`config.mk`:
```
export PLATFORM = sky130hd
export DESIGN_NAME = spcd_top
export DESIGN_NICKNAME = d
export VERILOG_FILES = /design/src/design/spcd_pkg.sv /design/src/design/spcd_sync.sv /design/src/design/spcd_baud.sv /design/src/design/spcd_top.sv
export SDC_FILE = /design/constraint.sdc
export NUM_CORES = 1
export LEC_CHECK = 0
export BUFFER_PORTS_ARGS = -buffer_cell sky130_fd_sc_hd__buf_2
export CORE_UTILIZATION = 40
export CTS_BUF_LIST = sky130_fd_sc_hd__clkbuf_4 sky130_fd_sc_hd__clkbuf_8
export CTS_CLUSTER_DIAMETER = 200
export CTS_CLUSTER_SIZE = 28
export DETAILED_ROUTE_END_ITERATION = 8
export PLACE_DENSITY = 0.56
export SYNTH_ARGS = -nofsm -noshare
export SYNTH_HDL_FRONTEND = slang
export SYNTH_SLANG_ARGS = --single-unit
```
`constraint.sdc`:
```
create_clock -name clk -period 2.4 [get_ports clk]
set_input_delay 0.48 -clock clk [delete_from_list [all_inputs] [get_ports clk]]
set_output_delay 0.48 -clock clk [all_outputs]
set_load 0.05 [all_outputs]
```
`src/design/spcd_pkg.sv`:
```
// Purpose: constants and carriers for the byte-wide serial port
// Assumes: 8-bit registers behind a plain strobe port, one word per index
// Notes: flags register is read-only, data register is split rx/tx
package spcd_pkg;

	localparam int         ADDR_W      = 3;
	localparam logic [2:0] OFF_MAIN    = 3'h0;
	localparam logic [2:0] OFF_OPT     = 3'h1;
	localparam logic [2:0] OFF_BR      = 3'h2;
	localparam logic [2:0] OFF_FLAGS   = 3'h3;
	localparam logic [2:0] OFF_DATA    = 3'h4;

	// main_control_reg fields
	localparam int MC_RIE  = 7;
	localparam int MC_EN   = 6;
	localparam int MC_TIE  = 5;
	localparam int MC_MASTER_SELECT = 4;
	localparam int MC_CPOL = 3;
	localparam int MC_CPHA = 2;
	localparam int MC_SELECT_OUTPUT_ENABLE = 1;
	localparam int MC_LSBF = 0;

	// option_control_reg fields
	localparam int OC_FEN   = 4;
	localparam int OC_DRV   = 3;
	localparam int OC_HALT  = 1;
	localparam int OC_SWIRE = 0;

	// flag_reg fields
	localparam int FL_RXF = 7;
	localparam int FL_TXE = 5;
	localparam int FL_FLT = 4;

	// bit_rate_reg fields
	localparam int BR_PRE_LSB  = 4;
	localparam int BR_RATE_LSB = 0;
	localparam int SEL_W       = 3;

	localparam logic [7:0] OPT_MASK  = 8'h1B;
	localparam logic [7:0] BR_MASK   = 8'h77;
	localparam logic [7:0] FLAG_MASK = 8'hB0;

	localparam logic [7:0] MAIN_RST  = 8'h00;
	localparam logic [7:0] OPT_RST   = 8'h00;
	localparam logic [7:0] BR_RST    = 8'h00;
	localparam logic [7:0] FLAGS_RST = 8'h20;

	// clock edges in one byte transfer
	localparam logic [4:0] XFER_EDGES = 5'h10;

	typedef struct packed {
		logic             wr;
		logic             rd;
		logic [ADDR_W-1:0] addr;
		logic [7:0]       wdata;
	} spcd_req_s;

	typedef struct packed {
		logic serial_clk;
		logic master_out_pin;
		logic master_in_pin;
		logic slave_select_pin;
	} spcd_pin_in_s;

	typedef struct packed {
		logic serial_clk;
		logic serial_clk_oe;
		logic master_out_pin;
		logic master_out_pin_oe;
		logic master_in_pin;
		logic master_in_pin_oe;
		logic slave_select_pin;
		logic slave_select_pin_oe;
	} spcd_pins_s;

endpackage

```
`src/design/spcd_sync.sv`:
```
// Purpose: three-stage synchroniser for pin inputs
// Assumes: inputs are asynchronous to clk
// Notes: output moves only when stages two and three agree
`timescale 1ns/1ps
module spcd_sync #(
	parameter int W = 4
) (
	input  logic         clk,
	input  logic         reset,
	input  logic [W-1:0] d,
	output logic [W-1:0] q
);
	typedef struct packed {
		logic [W-1:0] s1;
		logic [W-1:0] s2;
		logic [W-1:0] s3;
		logic [W-1:0] q;
	} spcd_sync_s;

	spcd_sync_s st;
	spcd_sync_s n;

	always_comb begin
		n    = st;
		n.s1 = d;
		n.s2 = st.s1;
		n.s3 = st.s2;
		for (int i = 0; i < W; i++) begin
			if (st.s2[i] == st.s3[i]) begin
				n.q[i] = st.s3[i];
			end
		end
	end

	always_ff @(posedge clk) begin
		if (reset) begin
			st <= '0;
		end else begin
			st <= n;
		end
	end

	assign q = st.q;
endmodule // spcd_sync

```
`src/design/spcd_baud.sv`:
```
// Purpose: prescaler and rate divider for the master bit clock
// Assumes: run is held for the whole transfer
// Notes: tick marks each half bit, i.e. every serial clock edge
`timescale 1ns/1ps
module spcd_baud #(
	parameter int PRE_W  = 3,
	parameter int RATE_W = 3
) (
	input  logic              clk,
	input  logic              reset,
	input  logic              run,
	input  logic              hold,
	input  logic [PRE_W-1:0]  pre_sel,
	input  logic [RATE_W-1:0] rate_sel,
	output logic              tick
);
	localparam int CNT_W = (1 << RATE_W) - 1;

	typedef struct packed {
		logic [PRE_W-1:0] pcnt;
		logic [CNT_W-1:0] rcnt;
		logic             tick;
	} spcd_baud_s;

	spcd_baud_s       st;
	spcd_baud_s       n;
	logic [CNT_W-1:0] rlast;

	// half bit = (pre_sel+1) * 2**rate_sel, full bit = (pre_sel+1) * 2**(rate_sel+1)
	assign rlast = CNT_W'((1 << rate_sel) - 1);

	always_comb begin
		n      = st;
		n.tick = 1'b0;
		if (!run) begin
			n = '0;
		end else if (!hold) begin
			if (st.pcnt == pre_sel) begin
				n.pcnt = '0;
				if (st.rcnt == rlast) begin
					n.rcnt = '0;
					n.tick = 1'b1;
				end else begin
					n.rcnt = CNT_W'(st.rcnt + 1'b1);
				end
			end else begin
				n.pcnt = PRE_W'(st.pcnt + 1'b1);
			end
		end
	end

	always_ff @(posedge clk) begin
		if (reset) begin
			st <= '0;
		end else begin
			st <= n;
		end
	end

	assign tick = st.tick;
endmodule // spcd_baud

```
`src/design/spcd_top.sv`:
```
// Purpose: byte-wide serial port, master or slave, with register port
// Assumes: read data one cycle after read strobe; pins pass synchroniser
// Notes: master sampling needs at least 10 bus cycles per bit, for synchroniser lag
//
// Contract
// - option register reads zero in bits 7, 6, 5 and 2.
// - fault detect enable ignored as slave; as master selects select-pin role.
// - in single-wire mode drive enable turns the data driver on or off.
// - halt-in-wait set stops the port while the processor waits.
// - single-wire select uses one data pin: out pin as master, in pin as slave.
// - bit rate register may be read or written at any time.
// - prescaler divides bus clock by prescale field plus one.
// - rate divider divides prescaler output by two to field plus one.
// - flag register read-only, unused bits zero, writes change nothing.
// - receive full set at transfer end, cleared by flag read then data read.
// - transmit empty cleared by flag read then data write; else write ignored.
// - transmit empty set on move to shifter, within two cycles when idle.
// - queued byte moves into shifter when shifter finishes.
// - interrupt requested while transmit empty and transmit enable set.
// - fault set on select low only as master, detect on, select output off.
// - fault cleared by reading it set, then writing main control.
// - data read gives receive buffer, write loads transmit buffer, master starts.
// - unread receive buffer at transfer end keeps old byte, records overrun.
// - on fault clear master mode and switch off clock and data drivers.
// - receive enable gates requests from receive full and fault.
// - disabling halts transfer, flushes buffers, clears receive full, sets empty.
//
// The placing of the registers and the address-and-strobe port are this design's own decisions.
`timescale 1ns/1ps
module spcd_top (
	input  logic                   clk,
	input  logic                   reset,
	input  spcd_pkg::spcd_req_s    bus,
	output logic [7:0]             rdata,
	input  logic                   wait_mode,
	input  spcd_pkg::spcd_pin_in_s pin_in,
	output spcd_pkg::spcd_pins_s   pin_out,
	output logic                   irq,
	output logic                   rx_overrun
);
	import spcd_pkg::*;

	typedef struct packed {
		logic [7:0] ctl;
		logic [7:0] opt;
		logic [7:0] br;
		logic       rx_full;
		logic       tx_empty;
		logic       fault;
		logic       rx_arm;
		logic       tx_arm;
		logic       f_arm;
		logic [7:0] txbuf;
		logic       tx_pend;
		logic [7:0] shreg;
		logic       cap;
		logic [4:0] edges;
		logic       busy;
		logic [7:0] rxbuf;
		logic       ovr;
		logic [7:0] rdata;
		logic       irq;
		spcd_pins_s pins;
		logic       sck_d;
	} spcd_state_s;

	localparam spcd_state_s ST_RST = '{
		ctl:      MAIN_RST,
		opt:      OPT_RST,
		br:       BR_RST,
		rx_full:  FLAGS_RST[FL_RXF],
		tx_empty: FLAGS_RST[FL_TXE],
		fault:    FLAGS_RST[FL_FLT],
		default:  '0
	};

	spcd_state_s  st;
	spcd_state_s  n;
	spcd_pin_in_s pin_q;
	logic         tick;
	logic         freeze;
	logic         ss_lo;
	logic         din;
	logic         step;
	logic         sample;
	logic         done;
	logic         fault_cond;
	logic         live;
	logic [4:0]   e_next;
	logic [7:0]   rd_val;
	logic [7:0]   rx_word;

	function automatic logic [7:0] bit_order(input logic [7:0] b, input logic lsb);
		logic [7:0] r;
		// stream result kept in a variable: strict tools refuse it as an operand
		r = {<<{b}};
		return lsb ? r : b;
	endfunction

	spcd_sync #(
		.W(4)
	) u_sync (
		.clk(clk),
		.reset(reset),
		.d(pin_in),
		.q(pin_q)
	);

	spcd_baud #(
		.PRE_W(SEL_W),
		.RATE_W(SEL_W)
	) u_baud (
		.clk(clk),
		.reset(reset),
		.run(st.busy && st.ctl[MC_MASTER_SELECT] && st.ctl[MC_EN]),
		.hold(freeze),
		.pre_sel(st.br[BR_PRE_LSB +: SEL_W]),
		.rate_sel(st.br[BR_RATE_LSB +: SEL_W]),
		.tick(tick)
	);

	assign freeze = st.opt[OC_HALT] && wait_mode;
	assign ss_lo  = !pin_q.slave_select_pin;
	// master reads in pin unless single wire; slave the reverse
	assign din    = (st.ctl[MC_MASTER_SELECT] ^ st.opt[OC_SWIRE]) ?
		pin_q.master_in_pin : pin_q.master_out_pin;
	// select pin is a fault input only in this one setting
	assign fault_cond = st.ctl[MC_EN] && st.ctl[MC_MASTER_SELECT] && st.opt[OC_FEN]
		&& !st.ctl[MC_SELECT_OUTPUT_ENABLE] && ss_lo;
	assign step = !freeze && st.ctl[MC_EN] && !fault_cond && (st.ctl[MC_MASTER_SELECT] ?
		tick : (ss_lo && pin_q.serial_clk != st.sck_d));
	assign e_next  = 5'(st.edges + 5'd1);
	// odd edges lead; phase picks leading or trailing for sampling
	assign sample  = e_next[0] ^ st.ctl[MC_CPHA];
	assign done    = step && e_next == XFER_EDGES;
	assign rx_word = bit_order({st.shreg[6:0], st.ctl[MC_CPHA] ? din : st.cap},
		st.ctl[MC_LSBF]);

	always_comb begin
		n       = st;
		rd_val  = 8'h00;
		live    = 1'b0;
		n.sck_d = pin_q.serial_clk;

		if (bus.wr) begin
			case (bus.addr)
				OFF_MAIN: begin
					n.ctl = bus.wdata;
					if (st.f_arm) begin
						n.fault = 1'b0;
						n.f_arm = 1'b0;
					end
				end
				OFF_OPT: n.opt = bus.wdata & OPT_MASK;
				OFF_BR: n.br = bus.wdata & BR_MASK;
				OFF_DATA: begin
					// unarmed writes are dropped, protecting a queued byte
					if (st.tx_arm) begin
						n.txbuf    = bus.wdata;
						n.tx_pend  = 1'b1;
						n.tx_empty = 1'b0;
						n.tx_arm   = 1'b0;
					end
				end
				default: begin
				end
			endcase
		end

		if (bus.rd) begin
			case (bus.addr)
				OFF_MAIN: rd_val = st.ctl;
				OFF_OPT: rd_val = st.opt;
				OFF_BR: rd_val = st.br;
				OFF_FLAGS: begin
					rd_val[FL_RXF] = st.rx_full;
					rd_val[FL_TXE] = st.tx_empty;
					rd_val[FL_FLT] = st.fault;
					n.rx_arm       = st.rx_full;
					n.tx_arm       = st.tx_empty;
					n.f_arm        = st.fault;
				end
				OFF_DATA: begin
					rd_val = st.rxbuf;
					if (st.rx_arm) begin
						n.rx_full = 1'b0;
						n.rx_arm  = 1'b0;
						n.ovr     = 1'b0;
					end
				end
				default: rd_val = 8'h00;
			endcase
		end
		n.rdata = rd_val;

		if (step) begin
			n.edges = done ? 5'd0 : e_next;
			n.busy  = !done;
			if (sample) begin
				n.cap = din;
			end else if (!(st.ctl[MC_CPHA] && st.edges == 5'd0)) begin
				n.shreg = {st.shreg[6:0], st.cap};
			end
		end

		// slave frame dropped when select rises early
		if (!st.ctl[MC_MASTER_SELECT] && !ss_lo) begin
			n.edges = 5'd0;
			n.busy  = 1'b0;
		end

		if (done) begin
			// a clearing read in this very cycle frees the buffer first
			if (n.rx_full) begin
				n.ovr = 1'b1;
			end else begin
				n.rxbuf   = rx_word;
				n.rx_full = 1'b1;
			end
		end

		if (!freeze && st.ctl[MC_EN] && st.tx_pend && !st.busy && !done) begin
			n.shreg    = bit_order(st.txbuf, st.ctl[MC_LSBF]);
			n.tx_pend  = 1'b0;
			n.tx_empty = 1'b1;
			n.busy     = st.ctl[MC_MASTER_SELECT];
			n.edges    = 5'd0;
		end

		if (fault_cond) begin
			n.fault        = 1'b1;
			n.ctl[MC_MASTER_SELECT] = 1'b0;
			n.busy         = 1'b0;
			n.edges        = 5'd0;
		end

		if (!st.ctl[MC_EN]) begin
			n.busy     = 1'b0;
			n.edges    = 5'd0;
			n.tx_pend  = 1'b0;
			n.rx_full  = 1'b0;
			n.tx_empty = 1'b1;
			n.ovr      = 1'b0;
		end

		// drivers follow next state so they change with the flags
		live   = n.ctl[MC_EN] && !n.fault;
		n.pins = '0;
		n.pins.serial_clk     = n.ctl[MC_CPOL] ^ n.edges[0];
		n.pins.serial_clk_oe  = live && n.ctl[MC_MASTER_SELECT];
		n.pins.master_out_pin = n.shreg[7];
		n.pins.master_in_pin  = n.shreg[7];
		n.pins.master_out_pin_oe = live && n.ctl[MC_MASTER_SELECT]
			&& (!n.opt[OC_SWIRE] || n.opt[OC_DRV]);
		n.pins.master_in_pin_oe  = live && !n.ctl[MC_MASTER_SELECT] && ss_lo
			&& (!n.opt[OC_SWIRE] || n.opt[OC_DRV]);
		n.pins.slave_select_pin    = !n.busy;
		n.pins.slave_select_pin_oe = live && n.ctl[MC_MASTER_SELECT] && n.opt[OC_FEN]
			&& n.ctl[MC_SELECT_OUTPUT_ENABLE];
		n.irq = ((n.rx_full || n.fault) && n.ctl[MC_RIE])
			|| (n.tx_empty && n.ctl[MC_TIE]);
	end

	always_ff @(posedge clk) begin
		if (reset) begin
			st <= ST_RST;
		end else begin
			st <= n;
		end
	end

	assign rdata      = st.rdata;
	assign pin_out    = st.pins;
	assign irq        = st.irq;
	assign rx_overrun = st.ovr;
endmodule // spcd_top

```
* Yosys cells after proc, flatten, opt, wreduce, memory -nomap -nowiden
Index checks and enable logic that the tools add are counted.
** Storage, ports and cells
- Bits in registers :: 100
- Bits in latches :: 0
- RAM bits :: 0
- ROM bits :: 0
- Input bits :: 20
- Output and inout port bits :: 18
- Logic and storage cells :: 180
- Memories :: 0
** Cells by class
- $add $sub $neg :: 4
- Multipliers :: 0
- Divide/modulo/power cells :: 0
- $lt $le $gt $ge :: 0
- Equality and inequality tests :: 14
- Shifts and indexed selects :: 1
- Mux-type cells :: 52
- Bitwise logic cells :: 9
- Reductions and logical operators :: 60
** Operators by type and width (count)
- $mux W8 :: 6
- $logic_and A1 B1 Y1 :: 27
- $mux W24 :: 1
- $mux W1 :: 23
- $mux W9 :: 2
- $mux W2 :: 8
- $pmux W4 S4 :: 1
- $mux W15 :: 1
- $mux W7 :: 2
- $reduce_and A2 Y1 :: 7
- $logic_not A1 Y1 :: 11
- $mux W11 :: 1
- $mux W5 :: 2
- $pmux W2 S5 :: 1
- $add A7 B1 Y7 const B :: 1
- $eq A7 B7 Y1 :: 1
- $shl A1 B3 Y7 const A :: 1
- $sub A7 B2 Y7 const B :: 1
- $eq A3 B2 Y1 const B :: 2
- $not A1 Y1 :: 6
- $pmux W1 S3 :: 2
- $reduce_and A3 Y1 :: 2
- $reduce_or A2 Y1 :: 3
- $add A5 B1 Y5 const B :: 1
- 18 further kinds :: 27

* Longest topological paths before layout
- Word-level depth :: 15
- Gate-level depth with buffers :: 8
- Mapped depth without buffers :: 7

* By module
Synthesis repeated with hierarchy kept, for this count alone.
** Unflattened totals
- Cell total of the unflattened synthesis :: 544
- Area total of the unflattened synthesis :: 4784.6 um2
** By module, submodules not included
- spcd_top :: instances 1, cells each 404, area each 3558.4 um2, sequential area each 1461.4 um2
- spcd_baud :: instances 1, cells each 95, area each 709.4 um2, sequential area each 220.2 um2
- spcd_sync :: instances 1, cells each 45, area each 516.7 um2, sequential area each 320.3 um2

* Worst setup path after synthesis
No wires, ideal clock.
- Kind :: input-to-reg
- From :: input bus[10] (netlist name)
- To :: register st[21] (netlist name)
- Library setup time :: 0.134 ns
- Arrival time :: 1.834 ns
- Required time :: 2.266 ns
- Path slack :: 0.432 ns
- Stages :: 6
- Path buffers :: 2
- Cells stage by stage :: buf_2 or3b_2 o21ai_2 and2_1 buf_2 a211oi_1
** Between the ends
- Longest elaborated chain between the ends :: 5
** RTL lines
- from (decl) :: RTL line spcd_top.sv:33 : input spcd_pkg::spcd_req_s bus,
- $eq A3 B3 Y1 :: RTL line spcd_top.sv:171 : case (bus.addr)
- $mux W1 :: RTL line spcd_top.sv:171
- $mux W1 :: RTL line spcd_top.sv:170 : if (bus.rd) begin
- $not A1 Y1 (no line)
- $reduce_and A2 Y1 (no line)
- to (signal assigned) :: RTL line spcd_top.sv:268 : st <= n;
- to (decl) :: RTL line spcd_top.sv:77 : spcd_state_s st;
Every way passes these cells.
A chain may end at the register's enable or synchronous reset.

* Final worst setup path
- From :: register st[28] (netlist name)
- To :: register st[35] (netlist name)
** Between the ends
- Longest elaborated chain between the ends :: 7
- Elaborated cells between the ends (all ways) :: 13
- Classes of those cells :: add/sub: 1; eq/ne: 3; mux: 1; bitwise: 1; reduce/logical: 7
** RTL lines
- $add A5 B1 Y5 :: RTL line spcd_top.sv:132 : assign e_next = 5'(st.edges + 5'd1);
- $eq A5 B5 Y1 :: RTL line spcd_top.sv:135 : assign done = step && e_next == XFER_EDGES;
- $logic_and A1 B1 Y1 :: RTL line spcd_top.sv:135
- $logic_not A1 Y1 :: RTL line spcd_top.sv:222 : if (!freeze && st.ctl[MC_EN] && st.tx_pend && !st.busy && !done) begin
- $logic_and A1 B1 Y1 :: RTL line spcd_top.sv:222
- $ne A2 B1 Y1 (no line) or $reduce_bool A2 Y1 (tied branches)
- $reduce_and A3 Y1 (no line)
Several ways; a longest one is shown, not always the timed one.

==> out/metrics.yaml <==
drtAntennaViolNets: 0
criticalPathCategory: "reg2reg"
drv_slew: 0
max_slew_margin_vs_limit_pct: 61.1
final-instance-count-excl-fill: 705
worst_setup_path_end_kind: "flip-flop"
synth_area_per_cell_um2: 8.80
yosys.cell_types.count: 61
power.static_leakage_nw: 1.82
grt_first_pass_wirelength_um: 18700
clock_sink_count: 100
global_route.usage.total_pct: 19.2
final-seq-area_um2: 2000
final_period_minus_worst_setup_slack_ns: 2.14
drt_via_density: 5.41
max_freq_ghz: 0.467
dominantRegCellSynth: "sky130_fd_sc_hd__dfxtp_1"
drive_above_1_share_pct: 15.7
critPathBufInv: 2
global_route.overflow_total: 0
dpl.cell_count: 688
max_cap_violations: 0
setup.worst_path.start: "st[28]"
grt_start_max_net_pins: 72
start_util_pct: 41.4
finalSetupViolCount: 0
area_delta_synth_final_pct: 11.5
crit_path_max_fanout: 10
tritoncts: "yes"
timing_hold_violations_final: 0
post_drt_wl_per_cell_um: 15.8
critical-path-top-delay-family: "simple AND/OR/NAND/NOR gates"
cp_cell_sequence: "inv_1, ha_1, or4b_2, nand3_1, a211oi_4, buf_12, mux2i_1, a211oi_1"
core-area_um2: 11500
clock_latency_ns: 0.38
design_power_total_mw: 3.28
post-route-period-util_pct: 89.2
gpl_wtd_cong: 0.838
multiInputGateArea_um2: 2430
synthesis.nets: 563
status: "completed"
rsz0062_at_grt: "no"
yosysSeqAreaShare_pct: 42.2
cp-start-kind: "flip-flop"
synthesis.yosys.warnings: 0
reg2reg_from: "st[28]"
detail_route.wirelength_um: 11100
drt_first_iter_violations: 204
drc: 0
finalSetupTns_ns: 0
cts_repair_resize_count: 0
synth-seq-cells: 100
htree_levels: 3
cts.hold.buffers_added: 0
first_global_vias: 3522
place_hpwl_um: 8100
dieWidth_um: 111
critical_path_required_ns: 2.69
async_flop_share_pct: 0
antenna_cells_inserted: 0
worst_case_clock_skew_ns: 0.0130
cts_made_buffers: 9
die-area_um2: 12300
pre_repair_dr_iteration_count: 4
die_h_um: 111
layout.nets: 581
fp-row-count: 39
postCtsSetupRepairBufs: 0
mapped_cell_area_um2: 4740
max_slew.worst_pin.slew_ns: 0.569
power-per-cell-area_nw_per_um2: 621
synthesis.instances: 539
cts.root.buffer_cell: "sky130_fd_sc_hd__clkbuf_8"
cts-root-to-sink-buffers: 2
synth-edff-count: 0
routed_vias: 3817
antenna_violations_before_repair: 0
max-vdd-ir-drop_uv: 356
ios: 38
worstPathArrival_ns: 2.43
critPathSlowestCell: "sky130_fd_sc_hd__or4b_2"
holdCritPathClass: "in2reg"
hold_path.startpoint: "pin_in[2]"
worst_setup_hold_path_clk_slew_ns: 0.10
timing.critical_path.slowest_cell_delay_ns: 0.58
fill_cells: 1127
placement.io_buffers: 37
[metrics by stage]
stage	hold slack (ns)	utilization, %	setup WS, ns	cell area, um2
final	0.310	46.1	0.260	5290
after global routing	0.295	46.1	0.130	5290
after CTS	0.296	45.9	0.107	5270
after detailed placement	0.426	43.6	0.171	5000
after global placement	0.420	43.6	0.249	5000
after floorplan	0.414	-	0.432	4740
[cell usage in the layout (no fill, tap or decap), drive strengths merged, types with 2 or more instances in the layout]
master / Yosys / layout
a2111oi: 9 / 9
a211oi: 22 / 22
a21o: 2 / 2
a21oi: 49 / 49
a2bb2oi: 3 / 3
a32oi: 2 / 2
and2: 7 / 7
and3: 3 / 3
buf: 33 / 57
bufinv: 0 / 4
clkbuf: 17 / 9
dfxtp: 100 / 100
ha: 4 / 4
inv: 9 / 11
mux2i: 37 / 37
nand2: 61 / 61
nand2b: 4 / 4
nand3: 12 / 12
nand3b: 2 / 2
nand4: 5 / 5
nor2: 44 / 44
nor2b: 27 / 27
nor3: 15 / 15
nor3b: 2 / 2
nor4: 6 / 6
nor4b: 2 / 2
o211ai: 6 / 6
o21ai: 15 / 15
o22ai: 3 / 3
o2bb2ai: 2 / 2
o41ai: 2 / 2
or3b: 2 / 2
or4b: 2 / 2
xnor2: 10 / 10
xor2: 5 / 5
[layer usage]
metal	global-route usage (%)	vias up	share of wire, %
met5	0	-	0
met4	7.02	0	1.3
met3	3.77	11	4.1
met2	28.9	81	45
met1	27.1	1792	49
li1	-	1933	-
[flip-flops by register name (all words and copies together) (netlist names)]
name	count
u_sync.st	4
u_baud.tick	1
rx_overrun	1
irq	1
u_sync.q	4
rdata	8
u_sync.n	8
u_baud.st	10
pin_out	6
st	57
[power breakdown]
part / switching [mW] / internal, mW / total (mW)
Sequential: 0.0152 / 1.68 / 1.69
Combinational: 0.111 / 0.0627 / 0.173
Clock: 0.615 / 0.805 / 1.42
Total: 0.741 / 2.54 / 3.28
[final timing paths]
path	end	slack (ns)	cells after the start
setup reg to reg	st[35]	0.26	8
hold / removal	u_sync.n[10]	0.31	2
setup / recovery	st[35]	0.26	8
hold reg to reg	u_sync.n[7]	0.45	1
[cell usage after synthesis (all sizes together), types with 3 or more instances]
| library cell | count | area [um2] |
|---|---|---|
| o22ai | 3 | 18.8 |
| and2 | 7 | 43.8 |
| and3 | 3 | 18.8 |
| inv | 9 | 33.8 |
| nor3 | 15 | 75.1 |
| a211oi | 22 | 193 |
| mux2i | 37 | 370 |
| a2bb2oi | 3 | 26.3 |
| nand3 | 12 | 72.6 |
| nor4 | 6 | 43.8 |
| nor2 | 44 | 165 |
| nand2 | 61 | 229 |
| xor2 | 5 | 43.8 |
| a21oi | 49 | 245 |
| buf | 33 | 211 |
| xnor2 | 10 | 87.6 |
| o211ai | 6 | 50.1 |
| nor2b | 27 | 169 |
| dfxtp | 100 | 2000 |
| clkbuf | 17 | 63.8 |
| nand2b | 4 | 25.0 |
| a2111oi | 9 | 78.8 |
| o21ai | 15 | 78.8 |
| nand4 | 5 | 31.3 |
| ha | 4 | 50.1 |
[kinds of logic after synthesis]
family                   synth area share (%)
buffers and inverters                    6.52
flip-flops                               42.2
XOR/XNOR                                 2.77
AO/OA/AOI/OAI                            17.3
multiplexers                             8.05
adder cells (fa/ha/maj)                  1.06
AND/OR/NAND/NOR                          22.2
[layout make-up]
type                            count  area share [%]
Clock buffer                        9            2.34
Multi-Input combinational cell    380            46.0
Inverter                            9           0.639
Timing Repair Buffer               57            7.05
Clock inverter                      7            2.74
Sequential cell                   100            37.9
Tap cell                          143            3.38
Note: power is estimated with default switching activity, not from simulation.
